[src/mss_defs.svh]
// timing counts, widths and field positions for the major-state sequencer
`ifndef MSS_DEFS_SVH
`define MSS_DEFS_SVH
`define MSS_XTAL_HZ        4000000
`define MSS_CLK_HZ         250000000
`define MSS_STATE_NS       500
`define MSS_WAIT_STEP_NS   250
`define MSS_CLK_NS         4
`define MSS_XTAL_DIV       (`MSS_CLK_HZ / `MSS_XTAL_HZ)
`define MSS_WORD_W         12
`define MSS_REQ_W          3
`define MSS_FIFO_DEPTH     8
`define MSS_IOT_OPCODE     3'h6
`define MSS_OP_MSB         11
`define MSS_OP_LSB         9
`define MSS_TGT_MEM        2'h0
`define MSS_TGT_PANEL      2'h1
`define MSS_TGT_SWITCH     2'h2
`endif

[src/mss_pkg.sv]
// types shared by the major-state sequencer
`include "mss_defs.svh"
package mss_pkg;
    typedef enum logic [2:0] {
        MSS_IDLE, MSS_T1, MSS_T2, MSS_T3, MSS_T4, MSS_T5, MSS_T6
    } mss_state_t;
    typedef struct packed {
        logic [`MSS_WORD_W-1:0] word;
        logic [`MSS_WORD_W-1:0] wdata;
        logic                   is_iot;
        logic                   do_read;
        logic                   do_write;
        logic [1:0]             target;
        logic                   next_fetch;
    } mss_cycle_t;
    typedef struct packed {
        logic [2:0] csense;
        logic       skip;
    } mss_sense_t;
endpackage

[src/mss_fifo.sv]
// cycle request fifo in flip-flops
`timescale 1ns/1ps
module mss_fifo #(
    parameter int WIDTH = 8,
    parameter int DEPTH = 8
) (
    input  wire logic             clk,
    input  wire logic             rst_n,
    input  wire logic [WIDTH-1:0] in_data,
    input  wire logic             in_valid,
    output logic                  in_ready,
    output logic [WIDTH-1:0]      out_data,
    output logic                  out_valid,
    input  wire logic             out_ready
);
    localparam int AW = $clog2(DEPTH);
    logic [WIDTH-1:0] mem_q [DEPTH];
    logic [AW-1:0]    wp_q;
    logic [AW-1:0]    rp_q;
    logic [AW:0]      cnt_q;
    logic             rdy_q;
    wire              push = in_valid && in_ready;
    wire              pop  = out_valid && out_ready;
    wire  [AW:0]      cnt_d = cnt_q + (AW+1)'(push) - (AW+1)'(pop);
    assign in_ready  = rdy_q;
    assign out_valid = (cnt_q != '0);
    assign out_data  = mem_q[rp_q];
    always_ff @(posedge clk) begin
        if (push) begin
            mem_q[wp_q] <= in_data;
        end
    end
    always_ff @(posedge clk or negedge rst_n) begin
        if (!rst_n) begin
            wp_q  <= '0;
            rp_q  <= '0;
            cnt_q <= '0;
            rdy_q <= 1'b1;
        end else begin
            if (push) begin
                wp_q <= (wp_q == AW'(DEPTH-1)) ? '0 : wp_q + 1'b1;
            end
            if (pop) begin
                rp_q <= (rp_q == AW'(DEPTH-1)) ? '0 : rp_q + 1'b1;
            end
            cnt_q <= cnt_d;
            rdy_q <= (cnt_d != (AW+1)'(DEPTH));
        end
    end
endmodule

[src/mss_sequencer.sv]
// major-state timing and multiplexed bus-cycle sequencer
`timescale 1ns/1ps
`include "mss_defs.svh"
module mss_sequencer
    import mss_pkg::*;
(
    input  wire logic                   MCLK,
    input  wire logic                   RESET_N,
    input  wire logic [$bits(mss_cycle_t)-1:0] CYCLE_IN,
    input  wire logic                   CYCLE_VALID,
    output logic                        CYCLE_READY,
    input  wire logic [`MSS_WORD_W-1:0] BUS_IN,
    output logic [`MSS_WORD_W-1:0]      BUS_OUT,
    output logic                        BUS_OE,
    output logic                        EXT_ADDR_LOAD_STROBE,
    output logic                        MEMORY_SELECT_N,
    output logic                        DEVICE_SELECT_N,
    output logic                        PANEL_MEMORY_SELECT_N,
    output logic                        SWITCH_REG_SELECT_N,
    input  wire logic                   WAIT_N,
    input  wire logic                   PERIPH_SENSE_0_N,
    input  wire logic                   PERIPH_SENSE_1_N,
    input  wire logic                   PERIPH_SENSE_2_N,
    input  wire logic                   PERIPH_SKIP_SENSE,
    input  wire logic [`MSS_REQ_W-1:0]  REQUEST_N,
    output logic [2:0]                  STATE_STATUS,
    output logic [`MSS_WORD_W-1:0]      READ_DATA,
    output logic                        READ_VALID,
    output logic [3:0]                  SENSE_OUT,
    output logic [`MSS_REQ_W-1:0]       REQUEST_GRANT
);
    localparam int DIV = `MSS_XTAL_DIV;
    localparam int DW  = $clog2(DIV + 1);

    logic       rst_s1_q;
    logic       rst_s2_q;
    always_ff @(posedge MCLK or negedge RESET_N) begin
        if (!RESET_N) begin
            rst_s1_q <= 1'b0;
            rst_s2_q <= 1'b0;
        end else begin
            rst_s1_q <= 1'b1;
            rst_s2_q <= rst_s1_q;
        end
    end
    wire rst_n = rst_s2_q;

    // pin synchronisers
    localparam int SW = 1 + 4 + `MSS_REQ_W + `MSS_WORD_W;
    logic [SW-1:0] pin_s1_q;
    logic [SW-1:0] pin_s2_q;
    wire  [SW-1:0] pin_raw = {WAIT_N, PERIPH_SENSE_2_N, PERIPH_SENSE_1_N,
                              PERIPH_SENSE_0_N, PERIPH_SKIP_SENSE,
                              REQUEST_N, BUS_IN};
    always_ff @(posedge MCLK or negedge rst_n) begin
        if (!rst_n) begin
            pin_s1_q <= '1;
            pin_s2_q <= '1;
        end else begin
            pin_s1_q <= pin_raw;
            pin_s2_q <= pin_s1_q;
        end
    end
    wire                   wait_act = !pin_s2_q[SW-1];
    wire [2:0]             cs_n     = pin_s2_q[SW-2 -: 3];
    wire                   skip_s   = pin_s2_q[SW-5];
    wire [`MSS_REQ_W-1:0]  req_act  = ~pin_s2_q[`MSS_WORD_W +: `MSS_REQ_W];
    wire [`MSS_WORD_W-1:0] bus_s    = pin_s2_q[`MSS_WORD_W-1:0];

    // crystal tick, state tick
    logic [DW-1:0] div_q;
    logic          half_q;
    wire           xtal_tick = (div_q == DW'(DIV - 1));
    wire           state_tick = xtal_tick && half_q;
    always_ff @(posedge MCLK or negedge rst_n) begin
        if (!rst_n) begin
            div_q  <= '0;
            half_q <= 1'b0;
        end else begin
            div_q <= xtal_tick ? '0 : div_q + 1'b1;
            if (xtal_tick) begin
                half_q <= !half_q;
            end
        end
    end

    // request buffer
    mss_cycle_t    fifo_out;
    logic          fifo_valid;
    logic          fifo_ready;
    logic [$bits(mss_cycle_t)-1:0] fifo_raw;
    mss_fifo #(
        .WIDTH ($bits(mss_cycle_t)),
        .DEPTH (`MSS_FIFO_DEPTH)
    ) u_fifo (
        .clk       (MCLK),
        .rst_n     (rst_n),
        .in_data   (CYCLE_IN),
        .in_valid  (CYCLE_VALID),
        .in_ready  (CYCLE_READY),
        .out_data  (fifo_raw),
        .out_valid (fifo_valid),
        .out_ready (fifo_ready)
    );
    assign fifo_out = mss_cycle_t'(fifo_raw);

    mss_state_t st_q;
    mss_state_t st_d;
    mss_cycle_t cyc_q;

    function automatic mss_state_t after_t2(input mss_cycle_t c);
        after_t2 = MSS_T3;
    endfunction

    wire t1_end = (st_q == MSS_T1) && state_tick;
    // wait extends only at state boundaries (every second crystal tick)
    wire t2_done = (st_q == MSS_T2) && state_tick && !wait_act;
    wire t6_done = (st_q == MSS_T6) && state_tick && !wait_act;
    assign fifo_ready = (st_q == MSS_IDLE) && state_tick;

    always_comb begin
        st_d = st_q;
        case (st_q)
            MSS_IDLE: if (fifo_ready && fifo_valid) st_d = MSS_T1;
            MSS_T1: begin
                if (t1_end) begin
                    st_d = cyc_q.do_read ? MSS_T2 : MSS_T3;
                end
            end
            MSS_T2: if (t2_done) st_d = after_t2(cyc_q);
            MSS_T3: if (state_tick) st_d = MSS_T4;
            MSS_T4: if (state_tick) st_d = MSS_T5;
            MSS_T5: begin
                if (state_tick) begin
                    st_d = cyc_q.do_write ? MSS_T6 : MSS_IDLE;
                end
            end
            MSS_T6: if (t6_done) st_d = MSS_IDLE;
            default: st_d = MSS_IDLE;
        endcase
    end

    wire sel_phase = (st_q == MSS_T2) || (st_q == MSS_T6);
    wire [1:0] tgt = cyc_q.target;
    wire mem_sel_d = sel_phase && !cyc_q.is_iot
                     && (tgt == `MSS_TGT_MEM);
    wire dev_sel_d = sel_phase && cyc_q.is_iot;
    wire pnl_sel_d = sel_phase && !cyc_q.is_iot
                     && (tgt == `MSS_TGT_PANEL);
    wire swr_sel_d = sel_phase && !cyc_q.is_iot
                     && (tgt == `MSS_TGT_SWITCH);
    // first-state word: address, or the instruction for i/o
    wire [`MSS_WORD_W-1:0] t1_word = cyc_q.word;
    wire [`MSS_REQ_W-1:0]  grant_d = req_act & (~req_act + 1'b1);

    always_ff @(posedge MCLK or negedge rst_n) begin
        if (!rst_n) begin
            st_q  <= MSS_IDLE;
            cyc_q <= '0;
        end else begin
            st_q <= st_d;
            if (fifo_ready && fifo_valid) begin
                cyc_q <= fifo_out;
            end
        end
    end

    always_ff @(posedge MCLK or negedge rst_n) begin
        if (!rst_n) begin
            BUS_OUT               <= '0;
            BUS_OE                <= 1'b0;
            EXT_ADDR_LOAD_STROBE  <= 1'b0;
            MEMORY_SELECT_N       <= 1'b1;
            DEVICE_SELECT_N       <= 1'b1;
            PANEL_MEMORY_SELECT_N <= 1'b1;
            SWITCH_REG_SELECT_N   <= 1'b1;
            STATE_STATUS          <= 3'h0;
            READ_DATA             <= '0;
            READ_VALID            <= 1'b0;
            SENSE_OUT             <= 4'h0;
            REQUEST_GRANT         <= '0;
        end else begin
            STATE_STATUS <= 3'(st_d);
            // strobe in the first half of the first state
            EXT_ADDR_LOAD_STROBE <= (st_d == MSS_T1) && !half_q
                                    && (st_q != MSS_T1 || !xtal_tick);
            BUS_OE  <= (st_d == MSS_T1) || (st_d == MSS_T6);
            BUS_OUT <= (st_d == MSS_T6) ? cyc_q.wdata : t1_word;
            if (st_q == MSS_IDLE && st_d == MSS_T1) begin
                BUS_OUT <= fifo_out.word;
            end
            MEMORY_SELECT_N       <= !mem_sel_d;
            DEVICE_SELECT_N       <= !dev_sel_d;
            PANEL_MEMORY_SELECT_N <= !pnl_sel_d;
            SWITCH_REG_SELECT_N   <= !swr_sel_d;
            READ_VALID <= t2_done;
            if (t2_done) begin
                READ_DATA <= bus_s;
            end
            if (t2_done && cyc_q.is_iot) begin
                SENSE_OUT <= {~cs_n, skip_s};
            end
            if (t1_end && cyc_q.next_fetch) begin
                REQUEST_GRANT <= grant_d;
            end
        end
    end
endmodule

[config.mk]
export PLATFORM = sky130hd
export DESIGN_NAME = mss_sequencer
export DESIGN_NICKNAME = d
export VERILOG_FILES = /design/src/mss_pkg.sv /design/src/mss_fifo.sv /design/src/mss_sequencer.sv
export VERILOG_INCLUDE_DIRS = /design/src
export SDC_FILE = /design/constraint.sdc
export NUM_CORES = 1
export LEC_CHECK = 0
export ABC_AREA = 1
export BUFFER_PORTS_ARGS = -buffer_cell sky130_fd_sc_hd__buf_2
export CORE_MARGIN = 2
export CORE_UTILIZATION = 30
export CTS_CLUSTER_DIAMETER = 50
export DETAILED_ROUTE_END_ITERATION = 12
export GPL_TIMING_DRIVEN = 0
export PLACE_DENSITY = 0.49
export RECOVER_POWER = 50
export SLEW_MARGIN = 20
export SYNTH_ARGS = -nofsm -noshare
export SYNTH_HDL_FRONTEND = slang
export SYNTH_SLANG_ARGS = --single-unit
[constraint.sdc]
create_clock -name MCLK -period 4.7 [get_ports MCLK]
set_input_delay 0 -clock MCLK [delete_from_list [all_inputs] [get_ports MCLK]]
set_output_delay 0 -clock MCLK [all_outputs]
set_load 0.02 [all_outputs]
==> results.yml, run 1 <==
worst_setup_path:
  end_kind: "register"
  setup.worst_path.class: "reg2reg"
  crit_end: "u_fifo.in_ready"
  slowest_delay_ns: 0.49
  crit_required_ns: 5.17
  timing.critical_path.mode_cell: "inv_1"
  slowest_stage: "fa_1"
  cp.arrival_ns: 3.36
  r2r.worst_path.cells: 15
  r2r_end: "u_fifo.in_ready"
  cp_cell_sequence: "inv_1, ha_1, nand3_4, nor3_4, nand2_4, clkinv_2, buf_4, ha_1, inv_1, ha_1, inv_1, fa_1, inv_1, nor3_1, nand2_1"
  crit_start: "div_q[1]"
  r2r_setup_slack_ns: 1.81
  path_max_fanout: 10
  r2r_start: "div_q[1]"
  start_kind: "register"
run:
  drv_cap: 1
global_routing:
  grt_pass1_vias: 9402
  use_met3: 0.0274
  grt_start_max_net_pins: 51
  grt_busiest_layer: "met2"
  met1_usage: 0.215
  antenna_found_initial: 2
  grt_overflow: 0
  gr-usage-met2: 0.249
  grt_util_all_layers: 0.157
  grt_pass1_wl_mm: 57.9
floorplan:
  io_pins: 95
  core_um2: 46800
  fp-row-count: 79
  start_util: 0.305
  dieArea_um2: 49300
  die_h_um: 222
  die_w_um: 222
clocking:
  htreeDepth: 2
  numCtsBuffers: 43
  cts_root_buf: "clkbuf_16"
  cts_resized: 0
  clk_latency_ns: 0.57
  clockBufferDepth: 3
  cts_tree: "built"
  cts_num_sinks: 371
  cts.clk_slew.worst_paths_ns: 0.05
run_status:
  status: "finished with violations"
  violations: "max-capacitance violations, max-slew violations"
routing:
  initialDrtViolationCount: 689
  avgRoutedWirePerCell_um: 19.5
  wirelength_mm: 38.6
  remaining_drc_errors: 0
  drt_pass1_iterations: 5
  num_vias: 9377
  vias_per_cell: 4.75
  ant_nets: 0
sta:
  fin_worst_skew_ns: 0.0229
  rsz0062_at_grt: "no"
  hold_violations: 0
  max-slew-margin-rel: -0.00248
  max_clock_freq_ghz: 0.345
  fin_crit_sh: 0.616
  tightestPinTransition_ns: 1.50
  fin_crit_ns: 2.89
  setup_viol: 0
  maxSlewViolCount: 35
  whs_ns: 0.0833
pwr:
  max-vdd-ir-drop_v: 0.000229
  leakage_nw: 6.84
  p_per_area_nw_per_um2: 447
synthesis:
  ys_seq_area_frac: 0.739
  syn_avg_cell_area_um2: 12.6
  synth.yosys.warnings: 0
  post_synth_main_area_contributors: "edfxtp_1 (51%), dfrtp_1 (15%), dfstp_2 (8.3%)"
  ys_types: 43
  syn_inst: 1129
  ys.flop_type: "edfxtp_1"
  syn_area_um2: 14300
  synth_edf_count: 240
  yosysTopAreaCell: "edfxtp_1"
  syn_nets: 1194
  yosysTopAreaCellShare: 0.505
  synth_seq_cells: 371
  async_flop_share: 0.353
placement:
  dp.cells: 1841
  post-dp-hpwl_mm: 24.8
  gp_congestion: 0.776
  io_buffers: 94
final_layout:
  drive_above_1_share: 0.184
  fin_util: 0.380
  fin_cells: 1974
  syn2layout_area_growth_pct: 24.6
  nNetsFinal: 1397
hold_path:
  hold_path_class: "in2reg"
## sequential cells by signal, summed over array words and instances, names as in the netlist, 2 cells and up
| signal | count |
|---|---|
| BUS_OUT | 12 |
| READ_DATA | 12 |
| REQUEST_GRANT | 3 |
| SENSE_OUT | 4 |
| STATE_STATUS | 3 |
| cyc_q | 16 |
| div_q | 6 |
| pin_s1_q | 20 |
| pin_s2_q | 20 |
| t1_word | 12 |
| tgt | 2 |
| u_fifo.cnt_q | 4 |
| u_fifo.mem_q | 240 |
| u_fifo.rp_q | 3 |
| u_fifo.wp_q | 3 |
## layer usage
layer | share of wire | wire [µm]
met5 | 0.00034 | 13
met4 | 0.025 | 954
met3 | 0.056 | 2170
met2 | 0.46 | 17800
met1 | 0.46 | 17600
## worst max-delay path, delay by kind of cell (launching register included)
family        cells  cell delay (ns)
fa+ha+maj         4             1.11
simple gates      5             0.74
buf+inv           6             0.57
flops             1             0.39
## cells by family after synthesis
kind of cell / synth area share
and+or+nand+nor: 0.118
AOI/OAI and AO/OA: 0.0912
adders and majority gates: 0.0110
DFF: 0.739
xor gates and xnor gates: 0.00123
buffers and inverters: 0.0390
other: 0.000263
## how the worst min path moves through the flow
stage | startpoint | endpoint | slack, ns | depth (start not counted)
5_1_grt | PERIPH_SENSE_0_N | pin_s1_q[16] | 0.06 | 2
6_report | PERIPH_SENSE_0_N | pin_s1_q[16] | 0.08 | 2
4_1_cts | PERIPH_SENSE_0_N | pin_s1_q[16] | 0.04 | 2
3_5_place_dp | RESET_N | rst_s1_q | -0.21 | 1
3_3_place_gp | RESET_N | rst_s1_q | -0.21 | 1
2_1_floorplan | RESET_N | rst_n | -0.30 | 0
## final cells by class
cell class                 instances  area (µm²)
inverter                          66         249
clock inverter                    17         181
timing repair buffer             158        1250
tap                              607         759
antenna                            1        2.50
sequential                       371       10500
multi-input combinational        634        3230
buffer                            58         308
clock buffer                      62        1250
fill                            4512       29000
## where the power goes
part	internal (mW)	leakage (nW)	switching, mW
sequential	3.84	3.59	0.0768
clock	2.03	0.707	1.32
combinational	0.231	2.54	0.444
total	6.10	6.84	1.84
## cell usage after synthesis (2+ instances only)
cell      number
inv_2          3
dfrtp_1       86
clkbuf_1      28
nand2_2       13
nor2_1       158
buf_4          7
o21ai_0      139
nand3_4        2
buf_2         16
o221ai_1      23
nand2_1      144
nand4_2        2
nand3_1       50
dfstp_2       45
buf_6          3
xnor2_1        2
edfxtp_1     240
nor3_1         3
a21oi_1        6
o21ai_1       23
o22ai_1       39
nand3_2        3
ha_1          11
nand2_4        3
nor2_2         2
inv_1         61
## cells in the final DEF, fill, tap and decap left out, types with 7 or more instances in the layout
cell type / synthesis / final
buf_16: 0 / 9
buf_2: 16 / 76
buf_4: 7 / 7
clkbuf_1: 28 / 72
clkbuf_16: 0 / 45
clkinv_2: 1 / 8
dfrtp_1: 86 / 86
dfstp_2: 45 / 45
dlygate4sd3_1: 0 / 53
edfxtp_1: 240 / 240
ha_1: 11 / 11
inv_1: 61 / 62
nand2_1: 144 / 144
nand2_2: 13 / 13
nand3_1: 50 / 50
nor2_1: 158 / 150
nor2_4: 0 / 8
o21ai_0: 139 / 139
o21ai_1: 23 / 23
o221ai_1: 23 / 23
o22ai_1: 39 / 39
## per-stage QoR
step                TNS, ns  setup slack (ns)  instance area (µm²)  total power [mW]
detailed placement        0              1.76                15800              4.64
global route              0              1.57                17800              8.26
floorplan                 0             0.859                14300              4.29
CTS                       0              1.75                17800              8.05
finish                    0              1.81                17800              7.94
global placement     -72.84            -0.882                15500              4.52
## what timing repair did
item	4_1_cts	5_1_grt
buffers inserted	0	0
hold buffers	53	0
hold endpoints to repair	266	0
(Power assumes the default switching activity.)
==> run 2, diff against run 1 <==
Clock period 4.7 ns to 2.7 ns, I/O delays scaled along.
==> results.yml, run 2 (synthesis gave the netlist of run 1 again) <==
run_status:
  status: "finished clean"
worst_setup_path:
  cp.arrival_ns: 3.02
  cp_cell_sequence: "inv_1, ha_4, nand3_4, nor3_4, nand2_4, inv_8, ha_1, inv_1, ha_2, inv_1, fa_1, inv_1, nor3_2, nand2_1"
  end_kind: "register"
  path_max_fanout: 13
  critical_path_buf_inv_count: 5
  crit_required_ns: 3.18
  critPathTopFamily: "adder cells"
  timing.critical_path.mode_cell: "inv_1"
  slowest_delay_ns: 0.49
  setup.worst_path.class: "reg2reg"
  slowest_stage: "fa_1"
  start_kind: "register"
sta:
  setup_tns_ns: 0
  setup_viol: 0
  max_clock_freq_ghz: 0.393
  fin_worst_skew_ns: 0.0188
  max-slew-margin-rel: 0.275
  fin_crit_sh: 0.941
  tightestPinTransition_ns: 1.09
  rsz0062_at_grt: "no"
  fin_crit_ns: 2.54
  hold_violations: 0
  maxSlewViolCount: 0
final_layout:
  final_cell_mix: "edfxtp_1 (240), nor2_1 (148), nand2_1 (144), o21ai_0 (139), clkbuf_1 (97)"
  layout_commonest_cell: "edfxtp_1"
  syn2layout_area_growth_pct: 24.9
  stdcell_area_um2: 17800
  largest_reg_flops: 240
  top_register: "u_fifo.mem_q"
  drive_above_1_share: 0.173
  reg_top3: "u_fifo.mem_q x240, pin_s1_q x20, pin_s2_q x20"
  nNetsFinal: 1402
  antennaDiodeCount: 0
pwr:
  p_seq_frac: 0.485
  p_switching_mw: 3.25
  power.share.combinational: 0.084
  swShare: 0.232
  p_int_mw: 10.8
  leakage_nw: 6.80
  clkPwrFrac: 0.431
  max-vdd-ir-drop_v: 0.000371
  power_mw: 14.0
  p_per_area_nw_per_um2: 788
floorplan:
  io_pins: 95
  dieArea_um2: 49300
  die_h_um: 222
  die_w_um: 222
  start_util: 0.305
  core_um2: 46800
  fp-row-count: 79
clocking:
  cts_num_sinks: 371
  cts_root_buf: "clkbuf_16"
  clockBufferDepth: 3
  cts.clk_slew.worst_paths_ns: 0.06
  clk_latency_ns: 0.57
  htreeDepth: 2
  cts_tree: "built"
  numCtsBuffers: 44
global_routing:
  grt_pass1_vias: 9114
  grt_overflow: 0
  antenna_found_initial: 2
  grt_pass1_wl_mm: 57.8
  grt_start_max_net_pins: 55
  grt_util_all_layers: 0.156
routing:
  wirelength_mm: 38.4
  num_vias: 9388
  vias_per_cell: 4.74
  avgRoutedWirePerCell_um: 19.4
  initialDrtViolationCount: 685
  drt_pass1_iterations: 5
  remaining_drc_errors: 0
  ant_nets: 0
placement:
  gp_congestion: 0.776
  post-dp-hpwl_mm: 24.8
  dpl-instance-area_um2: 15800
  io_buffers: 94
run:
  drv_cap: 0
hold_path:
  hold_path_class: "in2reg"
## run 2: cell count changes in the layout (fill, tap and decap cells not counted), sizes merged
cell	change
clkinv	+2
clkbuf	+20
bufinv	+3
buf	-24
diode	-1
inv	+4
clkinvlp	+1
## run 2: repair_timing
action	in CTS	in global routing
pin swaps	2	3
endpoints found under the setup margin	2	1
endpoints found under the hold margin	266	0
hold buffers	53	0
gates resized for setup	8	5
setup buffers	4	2
## run 2: per-stage QoR
step	util	setup slack [ns]	instances	hold slack, ns
2_1_floorplan	-	0.129	1129	-0.296
3_3_place_gp	0.331	-1.35	1830	-0.213
3_5_place_dp	0.338	-0.218	1840	-0.212
4_1_cts	0.383	0.0219	1978	0.0543
5_1_grt	0.381	0.0192	1979	0.0607
6_report	0.381	0.158	1979	0.0774
## run 2: cell type report
class / count / area [µm²]
flip-flops and latches: 371 / 10500
multi-input cells: 634 / 3260
well taps: 607 / 759
inverters: 66 / 255
clock buffers: 54 / 1180
plain buffers: 57 / 300
repair buffers: 163 / 1220
fillers: 4545 / 28900
clock inverters: 27 / 313
## run 2: power groups by stage
| stage | logic (mW) | registers, mW | clock network [mW] |
|---|---|---|---|
| 2_1_floorplan | 0.533 | 6.93 | 0 |
| 3_3_place_gp | 0.866 | 6.99 | 0 |
| 3_5_place_dp | 1.13 | 6.92 | 0 |
| 4_1_cts | 1.21 | 6.81 | 6.21 |
| 5_1_grt | 1.32 | 6.86 | 6.44 |
| 6_report | 1.18 | 6.81 | 6.05 |
## run 2: path summary, 6_finish.rpt
check                               start  cells after the start         endpoint  slack [ns]
worst max register to register   div_q[1]                     14  u_fifo.in_ready        0.16
worst min register to register   rst_s1_q                      0            rst_n        0.35
worst max-delay path             div_q[1]                     14  u_fifo.in_ready        0.16
min in group asynchronous         RESET_N                      3            rst_n        0.30
max in group asynchronous           rst_n                      2  u_fifo.in_ready        1.05
worst min-delay path            BUS_IN[5]                      2      pin_s1_q[5]        0.08
## run 2: metal layers
layer,wire [µm],vias up,track usage
met1,17400,4652,0.214
met4,874,4,0.0449
met5,27,-,0
li1,-,4391,-
met2,17800,274,0.247
met3,2400,67,0.0343
## run 2: worst reg2reg max path: stages (launching register included)
cell and delay (ns):
dfrtp_1 0.38, inv_1 0.09, ha_4 0.15, nand3_4 0.11, nor3_4 0.19, nand2_4 0.11
inv_8 0.13, ha_1 0.24, inv_1 0.06, ha_2 0.17, inv_1 0.05, fa_1 0.49
inv_1 0.06, nor3_2 0.17, nand2_1 0.08
==> run 3, diff against run 2 <==
Settings changed: HOLD_SLACK_MARGIN from default to 0.1.
==> results.yml, run 3 (synthesis gave the netlist of run 1 again) <==
run_status:
  status: "finished clean"
final_layout:
  top_register: "u_fifo.mem_q"
  layout_commonest_cell: "edfxtp_1"
  drive_above_1_share: 0.175
  syn2layout_area_growth_pct: 26.4
  stdcell_area_um2: 18000
  largest_reg_flops: 240
  reg_top3: "u_fifo.mem_q x240, pin_s1_q x20, pin_s2_q x20"
  final_cell_mix: "edfxtp_1 (240), nor2_1 (148), nand2_1 (144), o21ai_0 (139), clkbuf_1 (92)"
  antennaDiodeCount: 0
  nNetsFinal: 1422
run:
  drv_cap: 0
placement:
  io_buffers: 94
  gp_congestion: 0.776
  dpl-instance-area_um2: 15800
  post-dp-hpwl_mm: 24.8
  dp_slack_ns: -0.218
sta:
  maxSlewViolCount: 0
  fin_crit_sh: 0.942
  worst_slack_ns: 0.158
  max-slew-margin-rel: 0.267
  setup_tns_ns: 0
  rsz0062_at_grt: "no"
  max_clock_freq_ghz: 0.393
  hold_violations: 0
  fin_crit_ns: 2.54
  fin_worst_skew_ns: 0.0193
  setup_viol: 0
  tightestPinTransition_ns: 1.10
routing:
  remaining_drc_errors: 0
  num_vias: 9452
  ant_nets: 0
  wirelength_mm: 38.6
  avgRoutedWirePerCell_um: 19.3
  vias_per_cell: 4.73
  initialDrtViolationCount: 678
  drt_pass1_iterations: 5
worst_setup_path:
  end_kind: "register"
  start_kind: "register"
  cp_cell_sequence: "inv_1, ha_4, nand3_4, nor3_4, nand2_4, inv_8, ha_1, inv_1, ha_2, inv_1, fa_1, inv_1, nor3_2, nand2_1"
  cp.arrival_ns: 3.02
  setup.worst_path.class: "reg2reg"
  crit_required_ns: 3.18
  timing.critical_path.mode_cell: "inv_1"
  path_max_fanout: 13
  slowest_delay_ns: 0.49
  slowest_stage: "fa_1"
pwr:
  power_mw: 14.1
  max-vdd-ir-drop_v: 0.000372
  leakage_nw: 6.90
  p_per_area_nw_per_um2: 781
global_routing:
  grt_pass1_vias: 9211
  grt_overflow: 0
  grt_start_max_net_pins: 55
  grt_util_all_layers: 0.156
  grt_pass1_wl_mm: 58.2
  antenna_found_initial: 2
floorplan:
  die_h_um: 222
  io_pins: 95
  start_util: 0.305
  core_um2: 46800
  die_w_um: 222
  dieArea_um2: 49300
  fp-row-count: 79
clocking:
  cts_num_sinks: 371
  clockBufferDepth: 3
  numCtsBuffers: 44
  clk_latency_ns: 0.57
  cts_root_buf: "clkbuf_16"
  htreeDepth: 2
  cts.clk_slew.worst_paths_ns: 0.06
  cts_tree: "built"
hold_path:
  hold_path_class: "in2async"
run 3: changes by cell type in the layout (fill, tap and decap cells not counted):
cell,change
clkbuf_1,-5
buf_2,+5
dlygate4sd3_1,+20
run 3: through the flow:
stage,hold slack (ns),util,std cells
final,0.298,0.386,1999
after global routing,0.287,0.386,1999
after CTS,0.222,0.387,1998
after detailed placement,-0.212,0.338,1840
after global placement,-0.213,0.331,1830
after floorplan,-0.296,-,1129
run 3: where the power goes:
group	leakage [nW]	switching, mW	total [mW]	internal, mW
Combinational	2.57	0.782	1.21	0.426
Sequential	3.59	0.131	6.81	6.68
Clock	0.735	2.36	6.07	3.70
run 3: metal layers:
metal | share of wire | vias up | GRT usage
li1 | - | 4432 | -
met1 | 0.45 | 4680 | 0.215
met2 | 0.46 | 270 | 0.249
met3 | 0.062 | 66 | 0.0342
met4 | 0.022 | 4 | 0.0449
met5 | 0.00070 | - | 0
run 3: path summary, 6_finish.rpt:
| kind | from | endpoint | slack [ns] | cells past startpoint |
|---|---|---|---|---|
| max | div_q[1] | u_fifo.in_ready | 0.16 | 14 |
| min | RESET_N | rst_n | 0.30 | 3 |
| max reg2reg | div_q[1] | u_fifo.in_ready | 0.16 | 14 |
| min reg2reg | rst_s1_q | rst_n | 0.35 | 0 |
| max in group asynchronous | rst_n | u_fifo.in_ready | 1.04 | 2 |
| min in group MCLK | rst_s1_q | rst_n | 0.35 | 0 |
run 3: final cells by class:
| cell class | count | area [µm²] |
|---|---|---|
| Multi-Input combinational cell | 634 | 3260 |
| Fill cell | 4532 | 28700 |
| Sequential cell | 371 | 10500 |
| Buffer | 57 | 300 |
| Tap cell | 607 | 759 |
| Clock inverter | 27 | 313 |
| Timing Repair Buffer | 183 | 1430 |
| Clock buffer | 54 | 1180 |
| Inverter | 66 | 255 |
run 3: critical path: cells and delay by family, from the launching register on:
family                   cells  cell delay [ns]
adder cells (fa/ha/maj)      4             1.05
AND/OR/NAND/NOR              5             0.66
buffers and inverters        5             0.39
flip-flops                   1             0.38
run 3: timing repair:
| action | CTS | global route |
|---|---|---|
| hold buffers | 73 | 0 |
| hold endpoints to repair | 267 | 0 |
| buffers inserted | 4 | 2 |
| pin swaps | 2 | 3 |
| resized for setup | 8 | 5 |
| setup endpoints to repair | 2 | 1 |
